## config.mk

```make
export PLATFORM = sky130hd
export DESIGN_NAME = tmcr_config_reg
export DESIGN_NICKNAME = d
export VERILOG_FILES = /design/src/inc/tmcr_pkg.sv /design/src/logic/tmcr_config_reg.sv /design/src/logic/tmcr_mode_decode.sv
export SDC_FILE = /design/constraint.sdc
export NUM_CORES = 1
export LEC_CHECK = 0
export ABC_CLOCK_PERIOD_IN_PS = 4200
export BUFFER_PORTS_ARGS = -buffer_cell sky130_fd_sc_hd__buf_4
export CORE_MARGIN = 4
export CORE_UTILIZATION = 30
export DETAILED_ROUTE_END_ITERATION = 8
export PLACE_DENSITY = 0.54
export SYNTH_ARGS = -nofsm -noshare
export SYNTH_HDL_FRONTEND = slang
export SYNTH_SLANG_ARGS = --single-unit
```

## constraint.sdc

```tcl
create_clock -name i_sys_clk -period 4.2 [get_ports i_sys_clk]
set_input_delay 0 -clock i_sys_clk [delete_from_list [all_inputs] [get_ports i_sys_clk]]
set_output_delay 0 -clock i_sys_clk [all_outputs]
set_load 0.005 [all_outputs]
```

## src/inc/tmcr_pkg.sv

```systemverilog
// Behaviour
// - Bits 15 and 14 pick the operating mode; both set means idle.
// - Both clear gives bus controller, enhanced when the enhanced-enable input is set.
// - Bit 12 with enhanced-enable picks message monitor, or combined terminal/monitor.
// - In controller layout bits 2..0 read live status and ignore writes, only when enhanced.
// - Terminal layout bit 0 reads message-in-progress, only when enhanced.
// - Combined terminal/monitor mode uses the terminal bit layouts.
// - Alternate-status terminal layout keeps eleven host status bits in 11..1.
// - Alternate-status mode sets bit 10 when a message is illegalized.
// - Register sits at index one; host writes only the write-mask bits of the layout and reads them plus its read-only status bits.
// - Hardware or software reset clears bits 15 and 14.
// - Area bit reads old value until the running frame or message ends.
// - Leaving terminal or monitor for controller or idle aborts a running message.
package tmcr_pkg;

  localparam int unsigned CFG_INDEX = 1;
  localparam int unsigned CFG_BYTE_ADDR = CFG_INDEX * 4;

  localparam int unsigned BIT_TERM = 15;
  localparam int unsigned BIT_MON = 14;
  localparam int unsigned BIT_AREA = 13;
  localparam int unsigned BIT_MMT = 12;
  localparam int unsigned BIT_MSG_ERR = 10;

  localparam logic [15:0] CFG_RESET = 16'h0000;
  localparam logic [15:0] MASK_BASE = 16'hF000;
  localparam logic [15:0] MASK_BC_ENH = 16'hFFF8;
  localparam logic [15:0] MASK_RT_STD = 16'hFF00;
  localparam logic [15:0] MASK_RT_ENH = 16'hFF80;
  localparam logic [15:0] MASK_RT_ALT = 16'hFFFE;
  localparam logic [15:0] MASK_MON_ENH = 16'hFE80;
  localparam logic [15:0] RO_THREE = 16'h0007;
  localparam logic [15:0] RO_ONE = 16'h0001;
  localparam logic [15:0] RO_NONE = 16'h0000;

  localparam logic [1:0] HTRANS_NONSEQ = 2'h2;
  localparam logic [31:0] HRDATA_ZERO = 32'h0000_0000;

  typedef enum logic [2:0] {
    TMCR_BC_STD   = 3'b000,
    TMCR_BC_ENH   = 3'b001,
    TMCR_WORD_MON = 3'b010,
    TMCR_MSG_MON  = 3'b011,
    TMCR_RT_STD   = 3'b100,
    TMCR_RT_ENH   = 3'b101,
    TMCR_RT_MON   = 3'b110,
    TMCR_IDLE     = 3'b111
  } tmcr_mode_e;

  typedef enum logic [2:0] {
    TMCR_LAY_BC     = 3'b000,
    TMCR_LAY_RT     = 3'b001,
    TMCR_LAY_RT_ALT = 3'b010,
    TMCR_LAY_MON    = 3'b011,
    TMCR_LAY_IDLE   = 3'b100
  } tmcr_layout_e;

endpackage : tmcr_pkg

```

## src/logic/tmcr_config_reg.sv

```systemverilog
// The AHB-Lite slave port is this design's own decision.
`timescale 1ns/1ps
module tmcr_config_reg #(
  parameter int unsigned ADDR_W = 8
) (
  input  wire logic                  i_sys_clk,
  input  wire logic                  i_reset,
  input  wire logic                  i_clk_en,
  input  wire logic                  i_soft_reset,
  input  wire logic                  i_hsel,
  input  wire logic     [ADDR_W-1:0] i_haddr,
  input  wire logic            [1:0] i_htrans,
  input  wire logic                  i_hwrite,
  input  wire logic            [2:0] i_hsize,
  input  wire logic           [31:0] i_hwdata,
  input  wire logic                  i_hready,
  output logic                [31:0] o_hrdata,
  output logic                       o_hreadyout,
  output logic                       o_hresp,
  input  wire logic                  i_enh_enable,
  input  wire logic                  i_alt_status_en,
  input  wire logic                  i_bc_enabled,
  input  wire logic                  i_bc_frame_busy,
  input  wire logic                  i_bc_msg_busy,
  input  wire logic                  i_rt_msg_busy,
  input  wire logic                  i_mon_enabled,
  input  wire logic                  i_mon_triggered,
  input  wire logic                  i_mon_active,
  input  wire logic                  i_msg_illegal,
  output tmcr_pkg::tmcr_mode_e       o_mode,
  output logic                [12:0] o_ctrl,
  output logic                       o_area_sel,
  output logic                       o_abort_msg
);
  import tmcr_pkg::*;

  localparam logic [ADDR_W-1:0] CFG_ADDR = ADDR_W'(CFG_BYTE_ADDR);

  logic  [15:0] cfg;
  logic  [15:0] next_cfg;
  logic         shown_area;
  logic         next_shown_area;
  logic         wr_pend;
  logic         next_wr_pend;
  logic         wr_hit;
  logic         next_wr_hit;
  logic  [31:0] rd_data;
  logic  [31:0] next_rd_data;
  logic         abort_msg;
  logic         next_abort_msg;
  logic         addr_take;
  logic         addr_hit;
  logic         area_busy;
  logic         leave_cond;
  logic  [15:0] wr_val;
  logic  [15:0] view;
  tmcr_mode_e   cur_mode;
  tmcr_mode_e   new_mode;
  tmcr_layout_e cur_lay;
  tmcr_layout_e new_lay;
  tmcr_layout_e view_lay;
  logic  [15:0] cur_wr_mask;
  logic  [15:0] new_wr_mask;
  logic  [15:0] view_wr_mask;
  logic  [15:0] view_ro_mask;
  logic  [15:0] status_bits;

  tmcr_mode_decode u_cur_decode (
    .i_terminal_select_bit   (cfg[BIT_TERM]),
    .i_monitor_select_bit    (cfg[BIT_MON]),
    .i_message_monitor_enable(cfg[BIT_MMT]),
    .i_enh_enable            (i_enh_enable),
    .i_alt_status_en         (i_alt_status_en),
    .o_mode                  (cur_mode),
    .o_layout                (cur_lay),
    .o_wr_mask               (cur_wr_mask),
    .o_ro_mask               ()
  );

  // Layout chosen by the value being written
  tmcr_mode_decode u_new_decode (
    .i_terminal_select_bit   (i_hwdata[BIT_TERM]),
    .i_monitor_select_bit    (i_hwdata[BIT_MON]),
    .i_message_monitor_enable(i_hwdata[BIT_MMT]),
    .i_enh_enable            (i_enh_enable),
    .i_alt_status_en         (i_alt_status_en),
    .o_mode                  (new_mode),
    .o_layout                (new_lay),
    .o_wr_mask               (new_wr_mask),
    .o_ro_mask               ()
  );

  // Layout of the value software will read next
  tmcr_mode_decode u_view_decode (
    .i_terminal_select_bit   (next_cfg[BIT_TERM]),
    .i_monitor_select_bit    (next_cfg[BIT_MON]),
    .i_message_monitor_enable(next_cfg[BIT_MMT]),
    .i_enh_enable            (i_enh_enable),
    .i_alt_status_en         (i_alt_status_en),
    .o_mode                  (),
    .o_layout                (view_lay),
    .o_wr_mask               (view_wr_mask),
    .o_ro_mask               (view_ro_mask)
  );

  assign addr_take   = i_hsel && i_hready && (i_htrans == HTRANS_NONSEQ);
  assign addr_hit    = (i_haddr == CFG_ADDR);
  assign o_hreadyout = i_clk_en;
  assign o_hresp     = 1'b0;
  assign o_hrdata    = rd_data;
  assign o_mode      = cur_mode;
  assign o_ctrl      = cfg[BIT_MMT:0];
  assign o_area_sel  = shown_area;
  assign o_abort_msg = abort_msg;

  assign area_busy = i_bc_frame_busy || i_rt_msg_busy || (cur_mode == TMCR_MSG_MON && i_mon_active);

  always_comb begin
    case (view_lay)
      TMCR_LAY_BC:  status_bits = {13'h0000, i_bc_enabled, i_bc_frame_busy, i_bc_msg_busy};
      TMCR_LAY_MON: status_bits = {13'h0000, i_mon_enabled, i_mon_triggered, i_mon_active};
      TMCR_LAY_RT, TMCR_LAY_RT_ALT: status_bits = {15'h0000, i_rt_msg_busy};
      default:      status_bits = 16'h0000;
    endcase
  end

  // leaving terminal/monitor or controller mid message
  always_comb begin
    leave_cond = 1'b0;
    if (wr_pend && wr_hit) begin
      if ((cur_lay == TMCR_LAY_RT || cur_lay == TMCR_LAY_RT_ALT || cur_lay == TMCR_LAY_MON) &&
          (new_lay == TMCR_LAY_BC || new_lay == TMCR_LAY_IDLE) && i_rt_msg_busy) begin
        leave_cond = 1'b1;
      end
      if (cur_lay == TMCR_LAY_BC && new_lay == TMCR_LAY_IDLE && i_bc_msg_busy) begin
        leave_cond = 1'b1;
      end
    end
  end

  always_comb begin
    next_wr_pend    = wr_pend;
    next_wr_hit     = wr_hit;
    next_cfg        = cfg;
    next_shown_area = shown_area;
    next_abort_msg  = 1'b0;
    next_rd_data    = rd_data;
    wr_val          = cfg;
    view            = 16'h0000;
    if (i_clk_en) begin
      // host write in the data phase
      if (wr_pend && wr_hit) begin
        wr_val   = i_hwdata[15:0] & new_wr_mask;
        next_cfg = wr_val;
      end
      // set wins over a host write
      if (cur_lay == TMCR_LAY_RT_ALT && i_msg_illegal) begin
        next_cfg[BIT_MSG_ERR] = 1'b1;
      end
      if (!area_busy) begin
        next_shown_area = next_cfg[BIT_AREA];
      end
      next_abort_msg = leave_cond;
      next_wr_pend   = addr_take && i_hwrite;
      next_wr_hit    = addr_hit;
      if (addr_take && !i_hwrite) begin
        view = (next_cfg & view_wr_mask & ~view_ro_mask) | (status_bits & view_ro_mask);
        view[BIT_AREA] = next_shown_area;
        next_rd_data = addr_hit ? {16'h0000, view} : HRDATA_ZERO;
      end
    end
    if (i_soft_reset) begin
      next_cfg        = CFG_RESET;
      next_shown_area = CFG_RESET[BIT_AREA];
    end
  end

  always_ff @(posedge i_sys_clk) begin
    if (i_reset) begin
      cfg        <= CFG_RESET;
      shown_area <= CFG_RESET[BIT_AREA];
      wr_pend    <= 1'b0;
      wr_hit     <= 1'b0;
      rd_data    <= HRDATA_ZERO;
      abort_msg  <= 1'b0;
    end else begin
      cfg        <= next_cfg;
      shown_area <= next_shown_area;
      wr_pend    <= next_wr_pend;
      wr_hit     <= next_wr_hit;
      rd_data    <= next_rd_data;
      abort_msg  <= next_abort_msg;
    end
  end
endmodule : tmcr_config_reg

```

## src/logic/tmcr_mode_decode.sv

```systemverilog
`timescale 1ns/1ps
module tmcr_mode_decode (
  input  wire logic                  i_terminal_select_bit,
  input  wire logic                  i_monitor_select_bit,
  input  wire logic                  i_message_monitor_enable,
  input  wire logic                  i_enh_enable,
  input  wire logic                  i_alt_status_en,
  output tmcr_pkg::tmcr_mode_e       o_mode,
  output tmcr_pkg::tmcr_layout_e     o_layout,
  output logic                [15:0] o_wr_mask,
  output logic                [15:0] o_ro_mask
);
  import tmcr_pkg::*;

  always_comb begin
    o_mode    = TMCR_IDLE;
    o_layout  = TMCR_LAY_IDLE;
    o_wr_mask = MASK_BASE;
    o_ro_mask = RO_NONE;
    case ({i_terminal_select_bit, i_monitor_select_bit})
      2'b00: begin
        o_mode    = i_enh_enable ? TMCR_BC_ENH : TMCR_BC_STD;
        o_layout  = TMCR_LAY_BC;
        o_wr_mask = i_enh_enable ? MASK_BC_ENH : MASK_BASE;
        o_ro_mask = i_enh_enable ? RO_THREE : RO_NONE;
      end
      2'b01: begin
        o_mode    = (i_message_monitor_enable && i_enh_enable) ? TMCR_MSG_MON : TMCR_WORD_MON;
        o_layout  = TMCR_LAY_MON;
        o_wr_mask = i_enh_enable ? MASK_MON_ENH : MASK_BASE;
        o_ro_mask = i_enh_enable ? RO_THREE : RO_NONE;
      end
      2'b10: begin
        if (!i_enh_enable) begin
          o_mode = TMCR_RT_STD;
        end else if (i_message_monitor_enable) begin
          o_mode = TMCR_RT_MON;
        end else begin
          o_mode = TMCR_RT_ENH;
        end
        if (i_enh_enable && i_alt_status_en) begin
          o_layout  = TMCR_LAY_RT_ALT;
          o_wr_mask = MASK_RT_ALT;
          o_ro_mask = RO_ONE;
        end else begin
          o_layout  = TMCR_LAY_RT;
          o_wr_mask = i_enh_enable ? MASK_RT_ENH : MASK_RT_STD;
          o_ro_mask = i_enh_enable ? RO_ONE : RO_NONE;
        end
      end
      default: begin
        o_mode    = TMCR_IDLE;
        o_layout  = TMCR_LAY_IDLE;
        o_wr_mask = MASK_BASE;
        o_ro_mask = RO_NONE;
      end
    endcase
  end

endmodule : tmcr_mode_decode

```

==> results_dict.tcl, run 1 <==
set metrics [dict create \
    cp_slowest_cell "and3_1" \
    hold_violations 0 \
    synth_top_family_by_area "simple AND/OR/NAND/NOR gates" \
    powerDensity_nw_per_um2 236.0 \
    synthMuxAreaShare_pct 5.956 \
    cp.arrival_ns 2.68 \
    grt_max_degree 22 \
    setup_viol 0 \
    fin_crit_sh_pct 58.91 \
    regToRegEndpoint "o_hrdata[10]" \
    grt_use_total_pct 15.98 \
    rsz0062_at_grt "no" \
    die_w_um 93.34 \
    met2_usage_pct 25.07 \
    slew-limit-headroom_pct 37.12 \
    start_util_pct 31.46 \
    reg2reg_depth 5 \
    clock_skew_ns 0.008470 \
    use_met1_pct 21.20 \
    grt_use_met3_pct 4.023 \
    syn_area_um2 2185 \
    routed_wl_um 6700 \
    power.leakage_nw 1.188 \
    rows 30 \
    hp-start "i_haddr[3]" \
    slew_viol_final 0 \
    worst_pin_slew_ns 0.9360 \
    async_flop_share_pct 0 \
    ys_top_cells_by_count "39 x nand2_1, 36 x dfxtp_1, 31 x buf_4, 29 x a21oi_1, 15 x nand3_1" \
    cts_tree "done" \
    num_vias 2094 \
    crit_chain "and3_1 > mux2i_4 > nor2_2 > or3b_4 > o32ai_1" \
    cap_violations 0 \
    p_seq_share_pct 50.8 \
    yosys.area.top_type "dfxtp_1" \
    crit_path_start_kind "flop" \
    drive_gt1_share_pct 27.94 \
    synth-compound-area-share_pct 16.38 \
    cts-resized-gates 0 \
    core_area_um2 6944 \
    gr-max-usage-layer "met2" \
    grt_pass1_vias 2137 \
    root_buffer "clkbuf_8" \
    seq_area_frac_synth_pct 32.99 \
    crit_type "reg -> reg" \
    synthXorXnorAreaFrac_pct 0 \
    ant_nets 0 \
    ys.flop_type "dfxtp_1" \
    vias_per_cell 4.803 \
    dr.pass1.iters 4 \
    cp.required_ns 4.41 \
    ys_seq_elements 36 \
    yosys.area_share.simple_pct 25.26 \
    synth_top_area_share_pct 32.99 \
    h-tree-depth 2 \
    clkTransAtPathRegs_ns 0.08 \
    die-height_um 93.34 \
    setup_tns_ns 0 \
    drc 0 \
    p_clk_share_pct 37.3 \
    switchingPower_w 0.0001742 \
    port_buffers 76 \
    area_delta_synth_final_pct 30.24 \
    cts_buffers 5 \
    outcome "completed" \
    diodes 0 \
    synth.avg_cell_area_um2 8.061 \
    clock_latency_ns 0.30 \
    grt_antenna_before_repair 0 \
    max_stage_delay_ns 0.77 \
    gp_congestion 0.8757 \
    cts.sinks 36 \
    yosysMostFrequentCell "nand2_1" \
    overflow 0 \
    comb_power_share_pct 11.9 \
    ys_warn_count 0 \
    drtIter0Drc 106 \
    nets 410 \
    hold_class "in -> reg" \
    synth_fa_ha_area_share_pct 5.155 \
    holdPathStages 4 \
    p_int_w 0.0004973 \
    fin_util_pct 40.97 \
    yosys-top-cells-area "dfxtp_1 33%, buf_4 11%, nand2_1 6.7%" \
    critPathMaxFanout 17 \
    cp-end-kind "flop" \
    grt_first_pass_wirelength_um 10780 \
    clockBufferDepth 2 \
    num_io_pins 114 \
    hpwl_um 4992 \
    critical_path_buf_inv_count 0 \
    r2r_setup_slack_ns 1.73 \
    synth_edf_count 0 \
    final.min_clock_period_ns 2.474 \
    min_to "wr_hit" \
    swShare_pct 25.94 \
    synth_cells 271 \
    drt-wirelength-per-cell_um 15.37 \
    dieArea_um2 8711 \
    r2r_start "wr_pend" \
    peakVddDrop_uv 147.8 \
    ys_types 46 \
    crit_family "simple AND/OR/NAND/NOR gates" \
    fmax_ghz 0.4042 \
]
==> area by class of cell <==
| cell class | count | area (µm²) |
|---|---|---|
| clock inverters | 3 | 18.77 |
| repair buffers | 86 | 670.6 |
| well taps | 96 | 120.1 |
| clock buffers | 5 | 68.82 |
| fillers | 729 | 4099 |
| flip-flops and latches | 36 | 720.7 |
| inverters | 8 | 30.03 |
| multi-input cells | 202 | 1216 |
==> power by group through the flow <==
stage | clock [W] | combinational, W | sequential (W)
2_1_floorplan | 0 | 0.0000387 | 0.000349
6_report | 0.000251 | 0.0000796 | 0.000341
5_1_grt | 0.000274 | 0.0000882 | 0.000341
3_3_place_gp | 0 | 0.0000719 | 0.000349
4_1_cts | 0.000261 | 0.0000797 | 0.000341
3_5_place_dp | 0 | 0.0000720 | 0.000349
==> per-layer routing <==
metal	wire length (µm)	vias to the layer above	part of all wire, %
li1	-	1041	-
met1	3055	962	46
met2	3050	83	46
met3	507	8	7.6
met5	0	-	0
met4	87	0	1.3
==> worst max path at each step <==
stage / slack (ns) / cells past startpoint / endpoint / startpoint
final: 1.73 / 5 / o_hrdata[10] / wr_pend
after global routing: 1.59 / 5 / o_hrdata[9] / wr_pend
after detailed placement: 1.75 / 5 / o_hrdata[10] / wr_pend
after floorplan: 2.32 / 7 / o_hrdata[13] / cfg[14]
after global placement: 1.78 / 5 / o_hrdata[10] / wr_pend
after CTS: 1.72 / 5 / o_hrdata[10] / wr_pend
==> logic make-up after synthesis <==
kind of cell / Yosys count
flops: 36
simple gates: 109
buf+inv: 49
other cells: 1
mux: 10
compound gates: 57
fa+ha+maj: 9
==> what timing repair did <==
item	in CTS	in global routing
hold buffers	10	0
endpoints found under the hold margin	10	0
buffers inserted	0	0
==> cells in the final DEF, fill, tap and decap left out, types with 3 or more instances in the layout <==
cell type	synthesis	final
inv_1	7	7
o31ai_1	5	5
nor2b_1	5	5
and3_1	7	7
mux2_2	4	4
nand2_1	39	39
o21ai_0	7	7
and4b_1	3	3
nor2_1	14	14
o32ai_1	3	3
nand3_1	15	15
nand2b_1	5	5
conb_1	1	17
a21oi_1	29	29
nor3_1	5	5
clkbuf_8	0	5
mux2i_1	4	4
dlygate4sd3_1	0	10
buf_4	31	76
ha_1	9	9
dfxtp_1	36	36
and2_1	4	4
==> metrics by stage <==
step | cell area (µm²) | total power [W] | worst slack (ns) | hold WS (ns) | cells
floorplan | 2245 | 0.0003879 | 2.322 | 0.08082 | 287
global placement | 2658 | 0.0004210 | 1.784 | 0.2556 | 418
detailed placement | 2658 | 0.0004212 | 1.753 | 0.2487 | 418
CTS | 2845 | 0.0006817 | 1.719 | 0.0003497 | 436
global route | 2845 | 0.0007037 | 1.592 | 0.006334 | 436
finish | 2845 | 0.0006715 | 1.726 | 0.004776 | 436
==> registers in the layout, summed over array words and instances, names as in the netlist <==
register,cells
cfg,16
o_hrdata,16
o_abort_msg,1
o_area_sel,1
wr_hit,1
wr_pend,1
==> worst register-to-register path, delay by kind of cell, from the launching register on <==
kind,cells,cell delay (ns)
AO/OA/AOI/OAI,1,0.27
flip-flops,1,0.37
multiplexers,1,0.48
AND/OR/NAND/NOR,3,1.27
Power figures use the tool's default switching activity.
==> run 2: changes to the inputs <==
Settings changed: ABC_AREA set to 1, ABC_CLOCK_PERIOD_IN_PS 4200 to 2600, PLACE_DENSITY 0.54 to 0.53.
Clock period 4.2 ns to 2.6 ns, I/O delays scaled along.
==> run 2 against run 1 <==
Synthesized cell count is 28% higher. Via count grew 4.0%. Hold slack better by 0.0053 ns.
==> results_dict.tcl, run 2 <==
set metrics [dict create \
    slew-limit-headroom_pct 65.71 \
    ant_nets 0 \
    drc 0 \
    setup_viol 0 \
    final.min_clock_period_ns 1.847 \
    powerDensity_nw_per_um2 436.8 \
    hold_class "in -> reg" \
    synth_edf_count 0 \
    cts-resized-gates 0 \
    area_delta_synth_final_pct 24.90 \
    power.leakage_nw 1.413 \
    fin_crit_sh_pct 71.03 \
    multi_input_area_um2 1174 \
    rsz0062_at_grt "no" \
    yosysMostFrequentCell "nand2_1" \
    num_io_pins 114 \
    drt-wirelength-per-cell_um 12.35 \
    peakVddDrop_uv 228.6 \
    fin_util_pct 39.08 \
    grt_pass1_vias 2042 \
    grt_use_total_pct 13.98 \
    clockBufferDepth 2 \
    async_flop_share_pct 0 \
    clock_latency_ns 0.28 \
    grt_max_degree 28 \
    post_cts_buffers 0 \
    outcome "completed" \
    place_area_um2 2754 \
    hold_buffers 0 \
    design_area_um2 2880 \
    seq_area_frac_synth_pct 31.25 \
    clock_skew_ns 0.006955 \
    yosys.area.top_type "dfxtp_1" \
    cap_violations 0 \
    nets 476 \
    h-tree-depth 2 \
    mostFrequentLayoutCell "nand2_1" \
    yosys-top-cells-area "dfxtp_1 31%, nand2_1 14%, buf_4 11%" \
    regArea_um2 720.7 \
    hpwl_um 5071 \
    setup_tns_ns 0 \
    port_buffers 76 \
    grt_first_pass_wirelength_um 9908 \
    start_util_pct 31.29 \
    ys_types 27 \
    cts_buffers 5 \
    synth_top_area_share_pct 31.25 \
    num_vias 2178 \
    die-height_um 95.67 \
    nFillCells 844 \
    ys_seq_elements 36 \
    syn_area_um2 2306 \
    slew_viol_final 0 \
    grt_antenna_before_repair 0 \
    cp-end-kind "flop" \
    drive_gt1_share_pct 24.63 \
    overflow 0 \
    cp.arrival_ns 2.07 \
    mostFrequentLayoutCells "86 x nand2_1, 77 x buf_4, 38 x inv_1" \
    critPathMaxFanout 27 \
    worst_pin_slew_ns 0.5089 \
    root_buffer "clkbuf_8" \
    crit_path_start_kind "flop" \
    cp.required_ns 2.82 \
    gp_congestion 0.8831 \
    dieArea_um2 9153 \
    ys_top_cells_by_count "86 x nand2_1, 38 x inv_1, 36 x dfxtp_1, 34 x nor2_1" \
    diodes 0 \
    clkTransAtPathRegs_ns 0.07 \
    fin_cells 505 \
    fmax_ghz 0.5415 \
    crit_type "reg -> reg" \
    ys_warn_count 0 \
    drtIter0Drc 98 \
    synth_cells 347 \
    dr.pass1.iters 4 \
    ys.flop_type "dfxtp_1" \
    routed_wl_um 6236 \
    dp.cells 497 \
    synth.avg_cell_area_um2 6.645 \
    rows 31 \
    core_area_um2 7370 \
    hold_violations 0 \
    r2r_setup_slack_ns 0.75 \
    vias_per_cell 4.313 \
    cts_tree "done" \
    cts.sinks 36 \
    die_w_um 95.67 \
]
## run 2: changes by cell type after synthesis, moves of 6 or more
cell	before	now
nor2_1	14	34
nand2_2	0	6
clkbuf_1	9	3
nand3_1	15	25
o21ai_0	7	19
and3_1	7	0
inv_1	7	38
nand2_1	39	86
## run 2: logic make-up after synthesis
family | count (synthesis) | share of synthesized area, %
compound gates | 56 | 12.64
fa+ha+maj | 9 | 4.883
buf+inv | 83 | 20.46
flops | 36 | 31.25
simple gates | 162 | 30.60
other cells | 1 | 0.1626
## run 2: path summary, 6_finish.rpt
check                end  depth (start not counted)     start
max          o_hrdata[5]                         10   wr_pend
min reg2reg       cfg[0]                          2    cfg[0]
min              wr_pend                          3  i_hwrite
max reg2reg  o_hrdata[5]                         10   wr_pend
## run 2: through the flow
| step | worst slack (ns) | power, W | hold slack, ns |
|---|---|---|---|
| global placement | 0.7546 | 0.0007276 | 0.2944 |
| detailed placement | 0.7395 | 0.0007282 | 0.3072 |
| global route | 0.4353 | 0.001323 | 0.02097 |
| CTS | 0.7234 | 0.001273 | 0.004620 |
| finish | 0.7533 | 0.001258 | 0.01011 |
| floorplan | 1.128 | 0.0006738 | 0.08082 |
## run 2: layout make-up
class,count,share of cell area [%]
tap,99,4.301
timing repair buffer,77,20.07
clock buffer,7,3.345
clock inverter,1,1.043
inverter,41,5.473
multi-input combinational,244,40.75
sequential,36,25.02
## run 2: worst max-delay path, stage by stage (launching register included)
cell and delay (ns):
dfxtp_1 0.39, nand2_2 0.31, nand2_2 0.15, nand3_1 0.08, nand2_1 0.32, nand2_1 0.09, inv_1 0.08, nand2_1 0.06
nand2_2 0.09, nand3_1 0.08, a21oi_1 0.12
## run 2: power by group
part / switching, W / leakage [nW] / internal, W
sequential: 0.00000279 / 0.290 / 0.000553
combinational: 0.0000888 / 1.06 / 0.0000699
clock: 0.000205 / 0.0645 / 0.000339
total: 0.000296 / 1.41 / 0.000962
## run 2: per-layer routing
| layer | part of all wire [%] | global-route usage [%] |
|---|---|---|
| met2 | 45 | 21.83 |
| met3 | 5.5 | 2.762 |
| met1 | 49 | 19.90 |
| met4 | 0.63 | 2.844 |
| met5 | 0 | 0 |
==> run 3: changes to the inputs <==
Settings changed: ABC_CLOCK_PERIOD_IN_PS 2600 to 1630, PLACE_DENSITY 0.53 to 0.55.
Clock period 2.6 ns to 1.63 ns, I/O delays scaled along.
==> run 3 against run 2 <==
Clock-buffer cell count is 1 lower. Hold slack worse by 0.0025 ns. Register-to-register slack got worse by 0.62 ns. Setup slack worse by 0.66 ns. Utilization grew 1.6 points. Sequential share of layout area is 0.93 points lower. Global-route usage up 0.47 points. First-iteration DRC count fell by 2.0%. Power rose by 46%. Sequential power is 60% higher. Via count rose by 5.3%. Wire length is 4.5% higher. Critical endpoint is now o_mode[1]. Largest cell class unchanged.
==> results_dict.tcl, run 3 (same netlist as run 2, synthesis figures left out) <==
set metrics [dict create \
    clkTransAtPathRegs_ns 0.07 \
    mostFrequentLayoutCell "buf_4" \
    drt-wirelength-per-cell_um 12.48 \
    setup_viol 0 \
    routed_wl_um 6517 \
    hold_class "in -> reg" \
    vias_per_cell 4.393 \
    drc 0 \
    cp-end-kind "output pin" \
    dieArea_um2 9153 \
    grt_use_total_pct 14.44 \
    dr.pass1.iters 4 \
    diodes 0 \
    area_delta_synth_final_pct 30.17 \
    die_w_um 95.67 \
    dp.cells 506 \
    num_vias 2293 \
    hold_violations 0 \
    mostFrequentLayoutCells "92 x buf_4, 83 x nand2_1, 35 x inv_1" \
    ant_nets 0 \
    rows 31 \
    grt_max_degree 22 \
    setup_tns_ns 0 \
    gp_congestion 0.9378 \
    powerDensity_nw_per_um2 610.4 \
    power.leakage_nw 1.485 \
    grt_antenna_before_repair 0 \
    grt_first_pass_wirelength_um 10150 \
    cp.arrival_ns 1.54 \
    die-height_um 95.67 \
    fin_crit_sh_pct 94.22 \
    hpwl_um 5213 \
    h-tree-depth 2 \
    drtIter0Drc 96 \
    crit_type "reg -> out" \
    cp.required_ns 1.63 \
    outcome "completed" \
    overflow 0 \
    start_util_pct 31.29 \
    clock_latency_ns 0.29 \
    cap_violations 0 \
    num_io_pins 114 \
    fin_cells 522 \
    port_buffers 76 \
    cts_buffers 5 \
    slew_viol_final 0 \
    crit_path_start_kind "flop" \
    root_buffer "clkbuf_8" \
    cts_tree "done" \
    critPathMaxFanout 3 \
    clockBufferDepth 2 \
    clock_skew_ns 0.004446 \
    core_area_um2 7370 \
    nets 493 \
    cts.sinks 36 \
    drive_gt1_share_pct 29.79 \
    final.min_clock_period_ns 1.536 \
    peakVddDrop_uv 339.9 \
    fin_util_pct 40.73 \
    fmax_ghz 0.6512 \
    grt_pass1_vias 2140 \
]
[run 3: cell count changes in the layout (fill, tap and decap cells not counted), sizes merged]
cell / previous run / this run
bufinv: 1 / 0
clkinv: 1 / 3
buf: 77 / 92
dlygate4sd3: 0 / 2
clkbuf: 7 / 6
[run 3: timing repair]
| action | in CTS | in global routing |
|---|---|---|
| setup buffers | 0 | 6 |
| resized for setup | 1 | 12 |
| endpoints found under the setup margin | 1 | 14 |
| hold endpoints to repair | 2 | 0 |
| pin swaps | 1 | 4 |
| hold buffers | 2 | 0 |
[run 3: final timing paths]
path / startpoint / to / slack (ns) / cells past startpoint
hold reg to reg: cfg[0] / cfg[0] / 0.44 / 2
setup / recovery: cfg[14] / o_mode[1] / 0.09 / 8
hold / removal: i_hwrite / wr_pend / 0.008 / 3
setup reg to reg: cfg[14] / o_area_sel / 0.13 / 13
[run 3: worst max-delay path: stages, from the launching register on]
cell     delay [ns]
dfxtp_2        0.33
buf_4          0.14
ha_1           0.20
inv_2          0.07
o21ai_1        0.07
nor2_1         0.16
buf_4          0.14
inv_1          0.03
buf_4          0.12
[run 3: power breakdown]
part	internal, W	switching, W
Combinational	0.000130	0.000150
Sequential	0.000883	0.00000419
Clock	0.000337	0.000328
Total	0.00135	0.000482
[run 3: stage by stage]
step | setup slack, ns | hold slack, ns | instance area [µm²] | total power [W]
global route | -0.007633 | 0.02272 | 3002 | 0.001938
detailed placement | 0.05471 | 0.3114 | 2821 | 0.001172
floorplan | 0.1581 | 0.08082 | 2366 | 0.001075
global placement | 0.08315 | 0.2999 | 2821 | 0.001168
CTS | 0.01682 | 0.001697 | 2934 | 0.001852
finish | 0.09427 | 0.007613 | 3002 | 0.001832
[run 3: layout make-up]
type                    instances  area, µm²
clock buffers                   6      82.58
well taps                      99      123.9
repair buffers                 94      710.7
clock inverters                 2      10.01
inverters                      41      157.7
flip-flops and latches         36      723.2
fillers                       814       4368
multi-input cells             244       1194
[run 3: routing by layer]
layer,up-vias,routed length [µm],GRT usage [%]
met5,-,0,0
met4,0,112,4.739
met3,11,462,3.710
met2,66,2916,22.52
met1,1018,3025,19.35
li1,1198,-,-
